File: config.mk
export PLATFORM = sky130hd
export DESIGN_NAME = crs_core_regs
export DESIGN_NICKNAME = d
export VERILOG_FILES = /design/src/hdl/crs_stack.v /design/src/hdl/crs_core_regs.v
export VERILOG_INCLUDE_DIRS = /design/src /design/src/hdl
export SDC_FILE = /design/constraint.sdc
export NUM_CORES = 1
export LEC_CHECK = 0
export BUFFER_PORTS_ARGS = -buffer_cell sky130_fd_sc_hd__clkbuf_2
export CAP_MARGIN = 20
export CORE_ASPECT_RATIO = 0.7
export CORE_MARGIN = 4
export CORE_UTILIZATION = 57
export CTS_CLUSTER_SIZE = 14
export DETAILED_ROUTE_END_ITERATION = 10
export PLACE_DENSITY = 0.78
export SLEW_MARGIN = 15
export SYNTH_ARGS = -nofsm -noshare
export SYNTH_HDL_FRONTEND = slang
export SYNTH_SLANG_ARGS = --single-unit
File: constraint.sdc
create_clock -name CLK -period 3.2 [get_ports CLK]
set_input_delay 0.64 -clock CLK [delete_from_list [all_inputs] [get_ports CLK]]
set_output_delay 0.64 -clock CLK [all_outputs]
set_load 0.02 [all_outputs]
File: src/hdl/crs_consts.vh
// crs_consts.vh: constants for the core register set and return stack
// assumes inclusion by bare name from every design file
`ifndef CRS_CONSTS_VH
`define CRS_CONSTS_VH
// data-space addresses of the mirrored registers
`define CRS_ADDR_PTR0 8'h80
`define CRS_ADDR_PTR1 8'h81
`define CRS_ADDR_SD0 8'h82
`define CRS_ADDR_SD1 8'h83
`define CRS_ADDR_ACC 8'hFF
// widths and depths
`define CRS_DW 8
`define CRS_PCW 12
`define CRS_DEPTH 6
// reset values and the pc step
`define CRS_RESET_VECTOR 12'hFFE
`define CRS_ZERO8 8'h00
`define CRS_ZERO12 12'h000
`define CRS_PC_STEP 12'h001
// program counter update sources
`define CRS_PC_HOLD 3'h0
`define CRS_PC_INC 3'h1
`define CRS_PC_JUMP 3'h2
`define CRS_PC_CALL 3'h3
`define CRS_PC_REL 3'h4
`define CRS_PC_IRQ 3'h5
`define CRS_PC_NMI 3'h6
`define CRS_PC_RET 3'h7
// flag contexts
`define CRS_CTX_NORM 2'h0
`define CRS_CTX_IRQ 2'h1
`define CRS_CTX_NMI 2'h2
`endif

File: src/hdl/crs_stack.v
// crs_stack.v: six-level shifting return-address stack, no pointer
// assumes push and pop never together; enable freezes everything
`timescale 1ns/10ps
`include "crs_consts.vh"
module crs_stack #(
	parameter W = `CRS_PCW,
	parameter DEPTH = `CRS_DEPTH
) (
	// clock and reset
	input wire clk,
	input wire resetn,
	input wire ce,
	// push with data, pop
	input wire push,
	input wire [W-1:0] push_data,
	input wire pop,
	// top level and fill count
	output reg [W-1:0] top_reg,
	output reg [3:0] depth_reg
);
	reg [W-1:0] lvl [0:DEPTH-1];
	integer i;

	// levels shift up on push, down on pop; emptied by reset
	always @(posedge clk or negedge resetn) begin
		if (!resetn) begin
			for (i = 0; i < DEPTH; i = i + 1) begin
				lvl[i] <= `CRS_ZERO12;
			end
			depth_reg <= 4'h0;
		end else if (ce) begin
			if (push) begin
				// oldest level falls off the end
				for (i = DEPTH - 1; i > 0; i = i - 1) begin
					lvl[i] <= lvl[i-1];
				end
				lvl[0] <= push_data;
				if (depth_reg != DEPTH[3:0])
					depth_reg <= depth_reg + 4'h1;
			end else if (pop) begin
				// each remaining level moves down one
				for (i = 0; i < DEPTH - 1; i = i + 1) begin
					lvl[i] <= lvl[i+1];
				end
				// count of an empty stack stays at zero
				if (depth_reg != 4'h0)
					depth_reg <= depth_reg - 4'h1;
			end
		end
	end

	// registered view of level zero, the top, for the pop path
	always @(posedge clk or negedge resetn) begin
		if (!resetn) begin
			top_reg <= `CRS_ZERO12;
		end else if (ce) begin
			if (push)
				top_reg <= push_data;
			else if (pop)
				top_reg <= lvl[1];
		end
	end
endmodule

File: src/hdl/crs_core_regs.v
// crs_core_regs.v: programmer-visible registers of the 8-bit core
// assumes a decoder drives one-cycle op strobes and a data-space port
`timescale 1ns/10ps
`include "crs_consts.vh"
module crs_core_regs #(
	parameter DW = `CRS_DW,
	parameter PCW = `CRS_PCW,
	parameter DEPTH = `CRS_DEPTH
) (
	// clock, reset, enable
	input wire CLK,
	input wire RESETN,
	input wire CE,
	// data-space access port
	input wire [7:0] DS_ADDR,
	input wire DS_WR,
	input wire [DW-1:0] DS_WDATA,
	input wire DS_RD,
	output reg [DW-1:0] DS_RDATA,
	output reg DS_HIT,
	// accumulator datapath write
	input wire ACC_WR,
	input wire [DW-1:0] ACC_WDATA,
	// program counter control
	input wire [2:0] PC_OP,
	input wire [PCW-1:0] PC_TARGET,
	input wire [PCW-1:0] REL_OFFSET,
	input wire [PCW-1:0] IRQ_VECTOR,
	input wire [PCW-1:0] NMI_VECTOR,
	input wire IRET,
	// flag updates from the ALU
	input wire ARITH_UPD,
	input wire ARITH_CARRY,
	input wire LOGIC_UPD,
	input wire [DW-1:0] RESULT,
	input wire BITTEST_UPD,
	input wire BITTEST_VAL,
	// register views
	output reg [DW-1:0] ACC,
	output reg [DW-1:0] PTR0,
	output reg [DW-1:0] PTR1,
	output reg [DW-1:0] SD0,
	output reg [DW-1:0] SD1,
	output reg [PCW-1:0] PROGRAM_COUNTER,
	output reg CARRY,
	output reg ZERO,
	output reg [1:0] CTX,
	output reg [3:0] STACK_DEPTH,
	output reg STACK_EMPTY
);
	reg [DW-1:0] acc_reg, ptr0_reg, ptr1_reg, sd0_reg, sd1_reg;
	reg [PCW-1:0] pc_reg, pc_next;
	reg carry_normal_ctx, zero_normal_ctx;
	reg carry_irq_ctx, zero_irq_ctx;
	reg carry_nonmask_ctx, zero_nonmask_ctx;
	reg [1:0] ctx_reg, ctx_next;
	reg [1:0] prev_ctx_reg;
	reg [1:0] saved_ctx_reg;
	reg c_next, z_next, c_cur, z_cur;
	wire push, pop;
	wire [PCW-1:0] stk_top;
	wire [3:0] stk_depth;

	// 12-bit adder shared by increment, relative branch and the empty-stack return
	function [PCW-1:0] pc_add;
		input [PCW-1:0] a;
		input [PCW-1:0] b;
		begin
			pc_add = a + b;
		end
	endfunction

	// zero detect used for arithmetic and logic results
	function is_zero;
		input [DW-1:0] v;
		begin
			is_zero = (v == `CRS_ZERO8);
		end
	endfunction

	// empty test shared by the return path and the status view
	function stk_is_empty;
		input [3:0] d;
		begin
			stk_is_empty = (d == 4'h0);
		end
	endfunction

	// write strobe aimed at one mapped data-space address
	function ds_wr_at;
		input [7:0] a;
		begin
			ds_wr_at = DS_WR && (DS_ADDR == a);
		end
	endfunction

	// call and interrupt acceptance push; return ops pop
	assign push = (PC_OP == `CRS_PC_CALL) || (PC_OP == `CRS_PC_IRQ) ||
		(PC_OP == `CRS_PC_NMI);
	assign pop = (PC_OP == `CRS_PC_RET);

	// only return addresses enter the stack
	crs_stack #(
		.W(PCW),
		.DEPTH(DEPTH)
	) u_stack (
		.clk(CLK),
		.resetn(RESETN),
		.ce(CE),
		.push(push),
		.push_data(pc_reg),
		.pop(pop),
		.top_reg(stk_top),
		.depth_reg(stk_depth)
	);

	// program counter source select; stays 12 bits, banking is outside
	always @* begin
		pc_next = pc_reg;
		case (PC_OP)
			`CRS_PC_HOLD: pc_next = pc_reg;
			`CRS_PC_INC: pc_next = pc_add(pc_reg, `CRS_PC_STEP);
			`CRS_PC_JUMP: pc_next = PC_TARGET;
			`CRS_PC_CALL: pc_next = PC_TARGET;
			`CRS_PC_REL: pc_next = pc_add(pc_reg, REL_OFFSET);
			`CRS_PC_IRQ: pc_next = IRQ_VECTOR;
			`CRS_PC_NMI: pc_next = NMI_VECTOR;
			// empty stack: fall through to next instruction
			`CRS_PC_RET: pc_next = stk_is_empty(stk_depth) ?
				pc_add(pc_reg, `CRS_PC_STEP) : stk_top;
			default: pc_next = pc_reg;
		endcase
	end

	// vector load is the only reset path; no bank bits live here
	// pc register, reset vector on reset
	always @(posedge CLK or negedge RESETN) begin
		if (!RESETN) begin
			pc_reg <= `CRS_RESET_VECTOR;
		end else if (CE) begin
			pc_reg <= pc_next;
		end
	end

	// context selection: events pick their pair, return with IRET restores
	always @* begin
		ctx_next = ctx_reg;
		case (PC_OP)
			`CRS_PC_IRQ: ctx_next = `CRS_CTX_IRQ;
			`CRS_PC_NMI: ctx_next = `CRS_CTX_NMI;
			`CRS_PC_RET: begin
				if (IRET)
					ctx_next = prev_ctx_reg;
			end
			default: ctx_next = ctx_reg;
		endcase
	end

	// two levels of context history; nmi over irq keeps irq as the
	// state to return to, nesting deeper than two is not tracked by hardware
	always @(posedge CLK or negedge RESETN) begin
		if (!RESETN) begin
			ctx_reg <= `CRS_CTX_NMI;
			prev_ctx_reg <= `CRS_CTX_NORM;
			saved_ctx_reg <= `CRS_CTX_NORM;
		end else if (CE) begin
			ctx_reg <= ctx_next;
			if (PC_OP == `CRS_PC_IRQ || PC_OP == `CRS_PC_NMI) begin
				prev_ctx_reg <= ctx_reg;
				saved_ctx_reg <= prev_ctx_reg;
			end else if (PC_OP == `CRS_PC_RET && IRET) begin
				prev_ctx_reg <= saved_ctx_reg;
				saved_ctx_reg <= `CRS_CTX_NORM;
			end
		end
	end

	// active pair as seen by the ALU
	always @* begin
		case (ctx_reg)
			`CRS_CTX_NORM: begin
				c_cur = carry_normal_ctx;
				z_cur = zero_normal_ctx;
			end
			`CRS_CTX_IRQ: begin
				c_cur = carry_irq_ctx;
				z_cur = zero_irq_ctx;
			end
			default: begin
				c_cur = carry_nonmask_ctx;
				z_cur = zero_nonmask_ctx;
			end
		endcase
	end

	// flag next values from the alu events
	always @* begin
		c_next = c_cur;
		z_next = z_cur;
		if (ARITH_UPD) begin
			c_next = ARITH_CARRY;
			z_next = is_zero(RESULT);
		end else if (LOGIC_UPD) begin
			z_next = is_zero(RESULT);
		end else if (BITTEST_UPD) begin
			c_next = BITTEST_VAL;
		end
	end

	// hazard: a switch and an update in one cycle write the old pair
	// only the active pair is written; others keep their values
	always @(posedge CLK or negedge RESETN) begin
		if (!RESETN) begin
			carry_normal_ctx <= 1'b0;
			zero_normal_ctx <= 1'b0;
			carry_irq_ctx <= 1'b0;
			zero_irq_ctx <= 1'b0;
			carry_nonmask_ctx <= 1'b0;
			zero_nonmask_ctx <= 1'b0;
		end else if (CE) begin
			case (ctx_reg)
				`CRS_CTX_NORM: begin
					carry_normal_ctx <= c_next;
					zero_normal_ctx <= z_next;
				end
				`CRS_CTX_IRQ: begin
					carry_irq_ctx <= c_next;
					zero_irq_ctx <= z_next;
				end
				default: begin
					carry_nonmask_ctx <= c_next;
					zero_nonmask_ctx <= z_next;
				end
			endcase
		end
	end

	// data registers; data-space write wins over datapath write to the
	// accumulator since the same physical register is shared
	// unmapped addresses fall through untouched, nothing else is held
	always @(posedge CLK or negedge RESETN) begin
		if (!RESETN) begin
			acc_reg <= `CRS_ZERO8;
			ptr0_reg <= `CRS_ZERO8;
			ptr1_reg <= `CRS_ZERO8;
			sd0_reg <= `CRS_ZERO8;
			sd1_reg <= `CRS_ZERO8;
		end else if (CE) begin
			if (ds_wr_at(`CRS_ADDR_ACC))
				acc_reg <= DS_WDATA;
			else if (ACC_WR)
				acc_reg <= ACC_WDATA;
			if (ds_wr_at(`CRS_ADDR_PTR0))
				ptr0_reg <= DS_WDATA;
			if (ds_wr_at(`CRS_ADDR_PTR1))
				ptr1_reg <= DS_WDATA;
			if (ds_wr_at(`CRS_ADDR_SD0))
				sd0_reg <= DS_WDATA;
			if (ds_wr_at(`CRS_ADDR_SD1))
				sd1_reg <= DS_WDATA;
		end
	end

	// strobes last one cycle, so the answer returns to zero after
	// registered read port; other addresses answer zero, no hit
	always @(posedge CLK or negedge RESETN) begin
		if (!RESETN) begin
			DS_RDATA <= `CRS_ZERO8;
			DS_HIT <= 1'b0;
		end else if (CE) begin
			DS_HIT <= 1'b0;
			DS_RDATA <= `CRS_ZERO8;
			if (DS_RD) begin
				DS_HIT <= 1'b1;
				case (DS_ADDR)
					`CRS_ADDR_ACC: DS_RDATA <= acc_reg;
					`CRS_ADDR_PTR0: DS_RDATA <= ptr0_reg;
					`CRS_ADDR_PTR1: DS_RDATA <= ptr1_reg;
					`CRS_ADDR_SD0: DS_RDATA <= sd0_reg;
					`CRS_ADDR_SD1: DS_RDATA <= sd1_reg;
					default: DS_HIT <= 1'b0;
				endcase
			end
		end
	end

	// the lag costs a cycle of visibility but keeps every pin a flop
	// output views, each from a flip-flop, one cycle behind state
	always @(posedge CLK or negedge RESETN) begin
		if (!RESETN) begin
			ACC <= `CRS_ZERO8;
			PTR0 <= `CRS_ZERO8;
			PTR1 <= `CRS_ZERO8;
			SD0 <= `CRS_ZERO8;
			SD1 <= `CRS_ZERO8;
			PROGRAM_COUNTER <= `CRS_RESET_VECTOR;
			CARRY <= 1'b0;
			ZERO <= 1'b0;
			CTX <= `CRS_CTX_NMI;
			STACK_DEPTH <= 4'h0;
			STACK_EMPTY <= 1'b1;
		end else if (CE) begin
			ACC <= acc_reg;
			PTR0 <= ptr0_reg;
			PTR1 <= ptr1_reg;
			SD0 <= sd0_reg;
			SD1 <= sd1_reg;
			PROGRAM_COUNTER <= pc_reg;
			CARRY <= c_cur;
			ZERO <= z_cur;
			CTX <= ctx_reg;
			STACK_DEPTH <= stk_depth;
			STACK_EMPTY <= stk_is_empty(stk_depth);
		end
	end
endmodule

Word-level counts from Yosys, hierarchy flattened

Cells that the tools add are included.

Memory bits (read-only): 0
Memories kept: 0
Bits in registers: 222
Memory bits (writable): 0
Word-level logic and storage cells: 123
Latch bits: 0
Output and inout port bits: 70

Add/sub/neg operators: 4
Eq/ne operators: 16
Magnitude comparators: 0
Shift operators: 0
Multipliers: 0
Mux-type cells: 29
Divide/modulo/power cells: 0
Bitwise operators: 2
Reductions and logical operators: 36

Operator list:

| kind                  | number |
|---|---|
| $mux 60               | 2 |
| $pmux 12 s6           | 1 |
| $eq 8x8->1 const B    | 5 |
| $pmux 8 s5            | 1 |
| $mux 12               | 3 |
| $mux 8                | 3 |
| $reduce_and 2->1      | 12 |
| $mux 4                | 4 |
| $add 12x1->12 const B | 1 |
| $add 12x12->12        | 1 |
| $eq 3x3->1 const B    | 4 |
| $mux 2                | 5 |
| $logic_not 8->1       | 1 |
| $reduce_bool 2->1     | 4 |
| $mux 1                | 7 |
| $eq 3x2->1 const B    | 2 |
| $logic_and 1x1->1     | 6 |
| $pmux 2 s3            | 1 |
| $reduce_or 5->1       | 1 |
| $add 4x1->4 const B   | 1 |
| $logic_not 4->1       | 1 |
| $ne 4x3->1 const B    | 1 |
| $pmux 1 s2            | 2 |
| $reduce_and 4->1      | 1 |
| other kinds (13)      | 17 |

Logic depth before layout (Yosys ltp)

Gate-level depths: netlist (run 1).

Depth in word-level cells: 5
Mapped depth: 11
Gate-level depth less buffers: 9

By module

A second synthesis (run 1) with hierarchy kept.

Cell total of the unflattened synthesis: 950
Area total of the unflattened synthesis: 10466.3 um^2

By module, submodules not included:

| module        | times used | area an instance (um^2) | sequential area each (um^2) | cells an instance |
|---|---|---|---|---|
| crs_core_regs | 1          | 6946.7                  | 3384.5                      | 626 |
| crs_stack     | 1          | 3519.6                  | 1901.8                      | 324 |

Worst setup path before layout (run 1)

Ideal clock, no wire load.

Path kind: input -> register
Start: in REL_OFFSET[0]
End: reg pc_reg[8]
Path buffers: 0
Cell stages on the path: 8
Arrival: 2.317 ns
Setup slack: 0.788 ns
Setup time: 0.096 ns
Cell sequence: ha_1 fa_1 a21o_1 o21ba_2 o22ai_1 o21bai_1 xnor2_1 o32ai_1

Word-level cells in the longest chain between the ends: 2

Ends and longest elaborated chain:

| what                 | RTL line            | text |
|---|---|---|
| start, declared      | crs_core_regs.v:27  | `input wire [PCW-1:0] REL_OFFSET,` |
| $add 12x12->12       | crs_core_regs.v:69  | `pc_add = a + b;` |
| $pmux 12 s6          | crs_core_regs.v:120 | `case (PC_OP)` |
| end signal, assigned | crs_core_regs.v:139 | `` pc_reg <= `CRS_RESET_VECTOR; `` |
| end signal, assigned | crs_core_regs.v:141 | `pc_reg <= pc_next;` |
| end, declared        | crs_core_regs.v:52  | `reg [PCW-1:0] pc_reg, pc_next;` |

No other way between the ends.
A chain may end at the register's enable or synchronous reset.

Worst setup path after layout (run 1)

Start: reg pc_reg[1]
End: reg pc_reg[9]

Word-level cells in the longest chain between the ends: 3
Elaborated cells between the ends (all ways): 4

Ends and longest elaborated chain:

| what          | RTL line            | text |
|---|---|---|
| $add 12x1->12 | crs_core_regs.v:69  |  |
| $mux 12       | crs_core_regs.v:129 | `` `CRS_PC_RET: pc_next = stk_is_empty(stk_depth) ? `` |
| $pmux 12 s6 * | crs_core_regs.v:120 |  |

Mark *: on every way between the ends. The rest lies on a longest branch, timed or not.

==> impl_metrics.csv, run 1 <==
group,metric,value,unit
logic_synthesis,ys_seq_area_frac,0.5051,
power,switchingPower,2.320,mW
sta,min_period_over_period,0.7651,
placed_design,dp_hpwl,19.34,mm
setup_path,crit_type,"flip-flop to flip-flop",
clock_network,cts_num_sinks,210,
clock_network,cts_made_buffers,21,
layout,area.growth.synth_to_final,16.70,%
grt,grt_pass1_vias,7981,
logic_synthesis,yosys.area.top_type,"dfrtp_1",
logic_synthesis,yosysWarnings,0,
clock_network,cts_tree,"yes",
layout,mostFrequentLayoutCells,"dfrtp_1, clkbuf_2, mux2_2, nand2_1, o21ai_0",
setup_path,start_kind,"flip-flop",
setup_path,rr_startpoint,"pc_reg[1]$_DFFE_PN1P_",
logic_synthesis,syn_inst,940,
layout,fin_cells,1347,
floorplanning,ios,165,
floorplanning,coreArea,0.01801,mm²
sta,skew,0.01058,ns
setup_path,worstSetupEndpointType,"flip-flop",
logic_synthesis,syn_nets,1051,
grt,grt_max_degree,83,
detailed_routing,drt_iter0_markers,804,
status,status,"complete, no violations",
clock_network,cts.clk_slew.worst_paths,0.06,ns
setup_path,critical_path_required,3.60,ns
grt,grt_first_pass_wirelength,43.37,mm
setup_path,crit_slowest_cell,"dfstp_2",
layout,largest_register_ffs,60,
sta,rsz0062_at_grt,"no",
sta,slew_viol_final,0,
floorplanning,die_x,170.0,µm
clock_network,htree_levels,1,
placed_design,gp_congestion,0.9533,
logic_synthesis,synth_area_leaders,"dfrtp_1, mux2_2, mux2i_1",
detailed_routing,viasPerCell,6.098,
sta,hold_ws,0.1639,ns
flow_run,maxCapViolCount,0,
sta,hold_violations,0,
placed_design,post-place-cells,1308,
detailed_routing,avgRoutedWirePerCell,20.27,µm
power,pwr-share-comb,0.217,
power,p_clk_frac,0.317,
layout,regMostFlops,"u_stack.lvl",
setup_path,cp_max_fo,9,
logic_synthesis,ys_ff_latch,210,
grt,grt_use_total,0.2633,
floorplanning,fp-row-count,41,
logic_synthesis,synth-edff-count,0,
sta,fin_setup_tns,0,ns
logic_synthesis,yosysTopAreaCellShare,0.4423,
placed_design,place_area,0.01157,mm²
clock_network,clockBufferDepth,3,
logic_synthesis,synth.avg_cell_area,11.13,µm²
clock_network,cts_setup_buffers,0,
detailed_routing,vias,8214,
detailed_routing,firstDrtPassIters,6,
hold_path,hp-class,"input port to async pin",
logic_synthesis,synth_ff_type,"dfrtp_1",
power,peakVddDrop,0.4430,mV
placed_design,port_buffers,164,
setup_path,crit_path_frequent_cell,"a21oi_1",
detailed_routing,drt_wl_total,27.30,mm
layout,stdcell_area,0.01221,mm²
detailed_routing,drc_errors,0,
grt,grt_overflow,0,
sta,worstMarginPinSlew,0.7461,ns
logic_synthesis,synthArstFlopShare,1.000,
setup_path,slowest_delay,0.68,ns
clock_network,clk_latency,0.50,ns
setup_path,cp.arrival,2.85,ns
floorplanning,start_util,0.5813,
power,power.density,604.2,mW/mm²
detailed_routing,ant_nets,0,
floorplanning,die_h,121.4,µm
grt,antenna_found_initial,3,
power,leakage,5.809,nW
power,switching_share,0.3144,
floorplanning,die-area,0.02063,mm²
setup_path,crit_family,"simple AND/OR/NAND/NOR gates",
sta,setup_viol,0,
clock_network,postCtsResizedCells,0,
power,p_seq_frac,0.467,
sta,slew_headroom,0.4996,
logic_synthesis,synthesis.area,0.01047,mm²
layout,final_common_cell,"dfrtp_1",
setup_path,rrSetupSlack,0.75,ns
setup_path,timing.critical_path.buf_inv,0,
layout,final_nets,1206,
setup_path,setup.worst_path.start,"pc_reg[1]$_DFFE_PN1P_",
sta,fmax,0.4084,GHz
power,power,7.380,mW
sta,layout_min_cycle_time,2.448,ns
power,intPower,5.060,mW
clock_network,cts_root_buffer,"clkbuf_16",
logic_synthesis,ys_types,79,
setup_path,worstPathCellList,"ha_1, a21oi_1, o2111ai_1, and2b_1, or4_1, nand3_1, a21oi_1",
layout,drive_gt1_frac,0.3387,
clock_network,hold_buffers,0,
## logic make-up (layout without fill, tap and decap cells)
kind of cell	count (synthesis)	count (layout)	share of synthesized area
AO/OA/AOI/OAI	242	242	0.1442
XOR/XNOR	16	16	0.01339
adder cells (fa/ha/maj)	16	16	0.02056
buffers and inverters	70	240	0.03013
flip-flops	210	210	0.5051
multiplexers	180	180	0.1855
other	0	1	0
AND/OR/NAND/NOR	206	206	0.1011
## per-stage QoR
step	setup WS [ns]	util
2_1_floorplan	0.7877	-
3_5_place_dp	0.5182	0.6425
5_1_grt	0.6216	0.6783
4_1_cts	0.8046	0.6782
6_report	0.7516	0.6783
3_3_place_gp	0.5842	0.6425
## cells in the mapped netlist, drive strengths merged (13+ instances only)
library cell	n
clkbuf	18
mux2i	68
buf	38
ha	14
a21o	16
dfstp	25
o21ai	91
mux2	112
a21oi	54
nand3	16
dfrtp	185
inv	13
a22oi	13
nor2	36
nand2	97
## metal layers
metal | share of wire | vias up | track usage
li1 | - | 3756 | -
met1 | 0.47 | 4071 | 0.4135
met2 | 0.43 | 344 | 0.3694
met3 | 0.089 | 39 | 0.06480
met4 | 0.018 | 4 | 0.05835
met5 | 0.0012 | - | 0
## power groups by stage
stage / clock network [mW] / logic [mW] / registers, mW
finish: 2.34 / 1.60 / 3.44
global route: 2.48 / 1.76 / 3.49
CTS: 2.36 / 1.59 / 3.43
detailed placement: 0 / 1.57 / 3.47
global placement: 0 / 1.54 / 3.45
floorplan: 0 / 0.984 / 3.47
## final timing paths
path / cells after the start / to
hold / removal: 1 / SD1[2]$_DFFE_PN0P_
setup / recovery: 7 / pc_reg[9]$_DFFE_PN1P_
hold reg to reg: 1 / DS_RDATA[4]$_DFFE_PN0P_
setup reg to reg: 7 / pc_reg[9]$_DFFE_PN1P_
min in group CLK: 3 / acc_reg[2]$_DFFE_PN0P_
max in group asynchronous: 2 / PROGRAM_COUNTER[8]$_DFFE_PN1P_
## final cells by class
| type | instances | area, µm² |
|---|---|---|
| antenna | 1 | 2.502 |
| clock buffer | 33 | 600.6 |
| clock inverter | 5 | 42.54 |
| fill | 1366 | 5792 |
| inverter | 14 | 52.55 |
| multi-input combinational | 660 | 4872 |
| sequential | 210 | 5286 |
| tap | 236 | 295.3 |
| timing repair buffer | 188 | 1062 |
Note: power is estimated with default switching activity, not from simulation.
==> run 2, diff against run 1 <==
clock period = 2.3 ns   (was 3.2 ns; I/O delays follow)
==> run 2 against run 1 <==
Compared with the run above: combinational power is 52% higher; sequential power is 37% higher; sequential cell count stayed put; fmax is 11% higher; routed wire length is 1.1% higher; sequential share of layout area is 1.7 points lower; hold slack better by 0.086 ns; via count is 2.6% higher; clock skew is 0.0077 ns higher; clock power is 58% higher.
==> impl_metrics.csv, run 2 (same netlist as run 1, synthesis figures left out) <==
group,metric,value,unit
status,status,"complete, no violations",
detailed_routing,vias,8429,
floorplanning,die_h,121.4,µm
layout,final_common_cell,"dfrtp_1",
sta,min_period_over_period,0.9597,
setup_path,worstSetupEndpointType,"flip-flop",
floorplanning,die_x,170.0,µm
power,peakVddDrop,0.6173,mV
layout,final_nets,1249,
setup_path,crit_type,"flip-flop to flip-flop",
placed_design,dp_hpwl,20.07,mm
sta,skew,0.01831,ns
clock_network,clk_latency,0.50,ns
floorplanning,coreArea,0.01801,mm²
grt,grt_overflow,0,
power,power.density,852.8,mW/mm²
layout,post-route-util,0.7054,
clock_network,cts_made_buffers,21,
grt,grt_first_pass_wirelength,43.85,mm
flow_run,maxCapViolCount,0,
layout,drive_gt1_frac,0.3677,
placed_design,gp_congestion,0.9218,
sta,worstMarginPinSlew,0.8642,ns
layout,mostFrequentLayoutCells,"dfrtp_1, clkbuf_2, mux2_2, nand2_1, o21ai_0",
setup_path,start_kind,"flip-flop",
detailed_routing,ant_nets,0,
layout,area.growth.synth_to_final,21.35,%
sta,hold_ws,0.2497,ns
grt,grt_max_degree,111,
sta,fmax,0.4530,GHz
power,leakage,6.093,nW
layout,fillers,1281,
placed_design,pre_cts_slack,-0.1732,ns
detailed_routing,avgRoutedWirePerCell,19.86,µm
floorplanning,start_util,0.5813,
layout,largest_register_ffs,60,
sta,slew_headroom,0.4238,
detailed_routing,drt_wl_total,27.60,mm
grt,grt_pass1_vias,8156,
power,power,10.83,mW
sta,slew_viol_final,0,
sta,hold_violations,0,
sta,final.setup.worst_slack,0.09265,ns
detailed_routing,viasPerCell,6.064,
hold_path,hp-class,"input port to flip-flop",
grt,antenna_found_initial,2,
setup_path,critical_path_required,2.71,ns
detailed_routing,firstDrtPassIters,8,
sta,layout_min_cycle_time,2.207,ns
hold_path,holdPathStages,3,
detailed_routing,drt_iter0_markers,895,
clock_network,htree_levels,1,
detailed_routing,drc_errors,0,
floorplanning,fp-row-count,41,
floorplanning,die-area,0.02063,mm²
layout,regMostFlops,"u_stack.lvl",
placed_design,place_area,0.01192,mm²
setup_path,reg2regPathDepth,8,
clock_network,clockBufferDepth,3,
grt,grt_use_total,0.2646,
clock_network,cts.clk_slew.worst_paths,0.07,ns
clock_network,cts_root_buffer,"clkbuf_16",
sta,rsz0062_at_grt,"no",
sta,setup_viol,0,
placed_design,port_buffers,164,
setup_path,cp.arrival,2.62,ns
layout,stdcell_area,0.01270,mm²
clock_network,cts_num_sinks,210,
floorplanning,ios,165,
setup_path,cp_max_fo,4,
clock_network,cts_tree,"yes",
-- run 2: timing repair --
item,4_1_cts,5_1_grt
buffers inserted,0,0
gates cloned,0,0
hold endpoints to repair,44,0
hold buffers,1,0
gates resized for setup,1,3
endpoints found under the setup margin,1,3
-- run 2: final cells by class --
| type | count | area, µm² | share of cell area |
|---|---|---|---|
| clock inverters | 6 | 136.4 | 0.01074 |
| repair buffers | 231 | 1425 | 0.1122 |
| diodes | 1 | 2.502 | 0.0001970 |
| flip-flops and latches | 210 | 5286 | 0.4162 |
| well taps | 236 | 295.3 | 0.02325 |
| clock buffers | 32 | 606.8 | 0.04778 |
| inverters | 14 | 52.55 | 0.004138 |
| multi-input cells | 660 | 4896 | 0.3855 |
-- run 2: final timing paths --
kind	start	end	slack [ns]
max reg2reg	pc_reg[4]$_DFFE_PN1P_	pc_reg[9]$_DFFE_PN1P_	0.09
min	ACC_WDATA[3]	acc_reg[3]$_DFFE_PN0P_	0.25
max	pc_reg[4]$_DFFE_PN1P_	pc_reg[9]$_DFFE_PN1P_	0.09
min reg2reg	CTX[1]$_DFFE_PN1P_	CTX[1]$_DFFE_PN1P_	0.48
min in group asynchronous	RESETN	SD0[0]$_DFFE_PN0P_	0.49
max in group asynchronous	RESETN	pc_reg[1]$_DFFE_PN1P_	1.13
-- run 2: stage by stage --
stage / setup TNS, ns / cells
after floorplan: 0 / 940
after global placement: -0.2237 / 1350
after detailed placement: -0.4326 / 1350
after CTS: 0 / 1389
after global routing: 0 / 1390
final: 0 / 1390
-- run 2: per-layer routing --
metal	vias to the layer above	global-route usage	routed length, µm
met5	-	0	13
met4	2	0.06883	568
met3	45	0.05373	2252
met2	352	0.3754	11930
met1	4191	0.4146	12840
li1	3839	-	-
-- run 2: power by group --
part	internal, mW	switching (mW)	leakage (nW)	total [mW]
logic	1.08	1.35	2.99	2.44
registers	4.26	0.448	2.74	4.70
clock network	2.27	1.42	0.357	3.69
total	7.61	3.22	6.09	10.8
-- run 2: worst max-delay path, stage by stage, from the launching register on --
cell	delay, ns
dfstp_2	0.55
ha_1	0.27
buf_4	0.16
nand2_1	0.10
o2111ai_2	0.16
and2b_1	0.22
or4_1	0.47
nand3_1	0.12
a21oi_1	0.08
==> run 3, diff against run 2 <==
CORE_UTILIZATION = 40   (was 57)
PLACE_DENSITY = 0.58   (was 0.78)
==> run 3 against run 2 <==
Compared with the run above: clock skew grew 0.0018 ns; power down 1.8%; register-to-register slack hardly changed; fmax grew 0.44%; non-clock buffer count up 5; critical path depth fell by 1; critical path type unchanged; sequential power barely moved; sequential cell count stayed put; final cell count is 7.4% higher; critical endpoint is now pc_reg[11]$_DFFE_PN1P_; die area rose by 40%; via count shrank 3.5%.
==> impl_metrics.csv, run 3 (same netlist as run 1, synthesis figures left out) <==
group,metric,value,unit
sta,hold_violations,0,
detailed_routing,drt_iter0_markers,551,
hold_path,hp-class,"input port to flip-flop",
grt,grt_pass1_vias,7928,
setup_path,timing.critical_path.buf_inv,0,
setup_path,crit_family,"simple AND/OR/NAND/NOR gates",
layout,regMostFlops,"u_stack.lvl",
floorplanning,ios,165,
grt,grt_use_total,0.1951,
power,leakage,6.111,nW
clock_network,htree_levels,1,
placed_design,place_area,0.01212,mm²
sta,min_period_over_period,0.9555,
setup_path,start_kind,"flip-flop",
floorplanning,die_x,201.3,µm
detailed_routing,vias,8131,
setup_path,crit_type,"flip-flop to flip-flop",
sta,slew_headroom,0.6608,
sta,slew_viol_final,0,
sta,hold_ws,0.2457,ns
clock_network,clk_latency,0.52,ns
placed_design,post-place-cells,1450,
detailed_routing,drc_errors,0,
placed_design,port_buffers,164,
floorplanning,start_util,0.4065,
detailed_routing,drt_wl_total,28.74,mm
sta,setup_viol,0,
grt,grt_overflow,0,
floorplanning,fp-row-count,49,
floorplanning,die_h,143.3,µm
layout,largest_register_ffs,60,
setup_path,worstPathCellList,"ha_1, nand3_1, o2111ai_1, and2b_1, o21bai_1, or3b_2, a31oi_1",
status,status,"complete, no violations",
sta,layout_min_cycle_time,2.198,ns
power,power.density,827.7,mW/mm²
power,power,10.63,mW
layout,mostFrequentLayoutCells,"dfrtp_1, clkbuf_2, mux2_2, nand2_1, o21ai_0",
setup_path,cp.arrival,2.62,ns
setup_path,cp_max_fo,5,
clock_network,cts_root_buffer,"clkbuf_16",
setup_path,critical_path_required,2.72,ns
setup_path,worstSetupEndpointType,"flip-flop",
layout,fillers,2353,
layout,post-route-util,0.4988,
placed_design,gp_congestion,0.8820,
setup_path,slowest_delay,0.55,ns
floorplanning,coreArea,0.02575,mm²
detailed_routing,viasPerCell,5.446,
sta,rsz0062_at_grt,"no",
layout,fin_cells,1493,
placed_design,pre_cts_slack,-0.2062,ns
clock_network,clockBufferDepth,3,
power,peakVddDrop,0.5173,mV
clock_network,cts_tree,"yes",
grt,antenna_found_initial,1,
grt,grt_max_degree,61,
sta,skew,0.02012,ns
layout,stdcell_area,0.01284,mm²
layout,final_nets,1255,
layout,final_common_cell,"dfrtp_1",
detailed_routing,avgRoutedWirePerCell,19.25,µm
layout,drive_gt1_frac,0.3716,
placed_design,dp_hpwl,21.54,mm
sta,final.setup.worst_slack,0.1023,ns
sta,fmax,0.4550,GHz
floorplanning,die-area,0.02886,mm²
clock_network,cts_made_buffers,22,
flow_run,maxCapViolCount,0,
sta,fin_setup_tns,0,ns
grt,grt_first_pass_wirelength,45.35,mm
clock_network,cts_num_sinks,210,
clock_network,cts.clk_slew.worst_paths,0.06,ns
setup_path,crit_slowest_cell,"dfstp_2",
detailed_routing,firstDrtPassIters,5,
layout,area.growth.synth_to_final,22.73,%
sta,worstMarginPinSlew,0.5089,ns
detailed_routing,ant_nets,0,
run 3: cell types whose count changed in the layout (fill, tap and decap cells not counted), sizes merged:
cell,before,now
clkinv,1,7
diode,1,2
buf,67,73
clkbuf,195,194
bufinv,4,0
run 3: power by group:
| group | internal (mW) | switching, mW |
|---|---|---|
| combinational | 1.11 | 1.39 |
| sequential | 4.25 | 0.423 |
| clock | 1.94 | 1.50 |
| total | 7.31 | 3.32 |
run 3: final timing paths:
check | depth (start not counted) | from | slack [ns] | endpoint
setup / recovery | 7 | pc_reg[2]$_DFFE_PN1P_ | 0.10 | pc_reg[11]$_DFFE_PN1P_
max in group asynchronous | 3 | RESETN | 1.13 | ctx_reg[1]$_DFFE_PN1P_
min in group asynchronous | 2 | RESETN | 0.46 | PTR0[2]$_DFFE_PN0P_
setup reg to reg | 7 | pc_reg[2]$_DFFE_PN1P_ | 0.10 | pc_reg[11]$_DFFE_PN1P_
hold reg to reg | 2 | CTX[1]$_DFFE_PN1P_ | 0.47 | CTX[1]$_DFFE_PN1P_
hold / removal | 3 | ACC_WDATA[3] | 0.25 | acc_reg[3]$_DFFE_PN0P_
run 3: what timing repair did:
item                       4_1_cts  5_1_grt
setup endpoints to repair        1        2
hold buffers                     1        0
cloned                           0        0
hold endpoints to repair        47        0
pin swaps                        0        0
buffers inserted                 0        0
gates resized for setup          1        2
run 3: area by class of cell:
class / count / area, µm² / share of cell area
Sequential cell: 210 / 5286 / 0.4116
Multi-Input combinational cell: 660 / 4886 / 0.3804
Tap cell: 331 / 414.1 / 0.03224
Inverter: 14 / 52.55 / 0.004091
Timing Repair Buffer: 236 / 1501 / 0.1169
Clock buffer: 32 / 638.1 / 0.04968
Clock inverter: 8 / 61.31 / 0.004773
Antenna cell: 2 / 5.005 / 0.0003896
run 3: worst min-delay path, cell delays in order:
cell	delay, ns
clkbuf_2	0.08
o22ai_1	0.10
a21oi_1	0.08
run 3: per-layer routing:
| layer | GRT usage | part of all wire | vias up | wire [µm] |
|---|---|---|---|---|
| met5 | 0 | 0.00024 | - | 7 |
| met4 | 0.03882 | 0.016 | 2 | 446 |
| met3 | 0.04196 | 0.064 | 30 | 1827 |
| met2 | 0.2763 | 0.41 | 250 | 11880 |
| met1 | 0.3075 | 0.51 | 3981 | 14580 |
| li1 | - | - | 3868 | - |
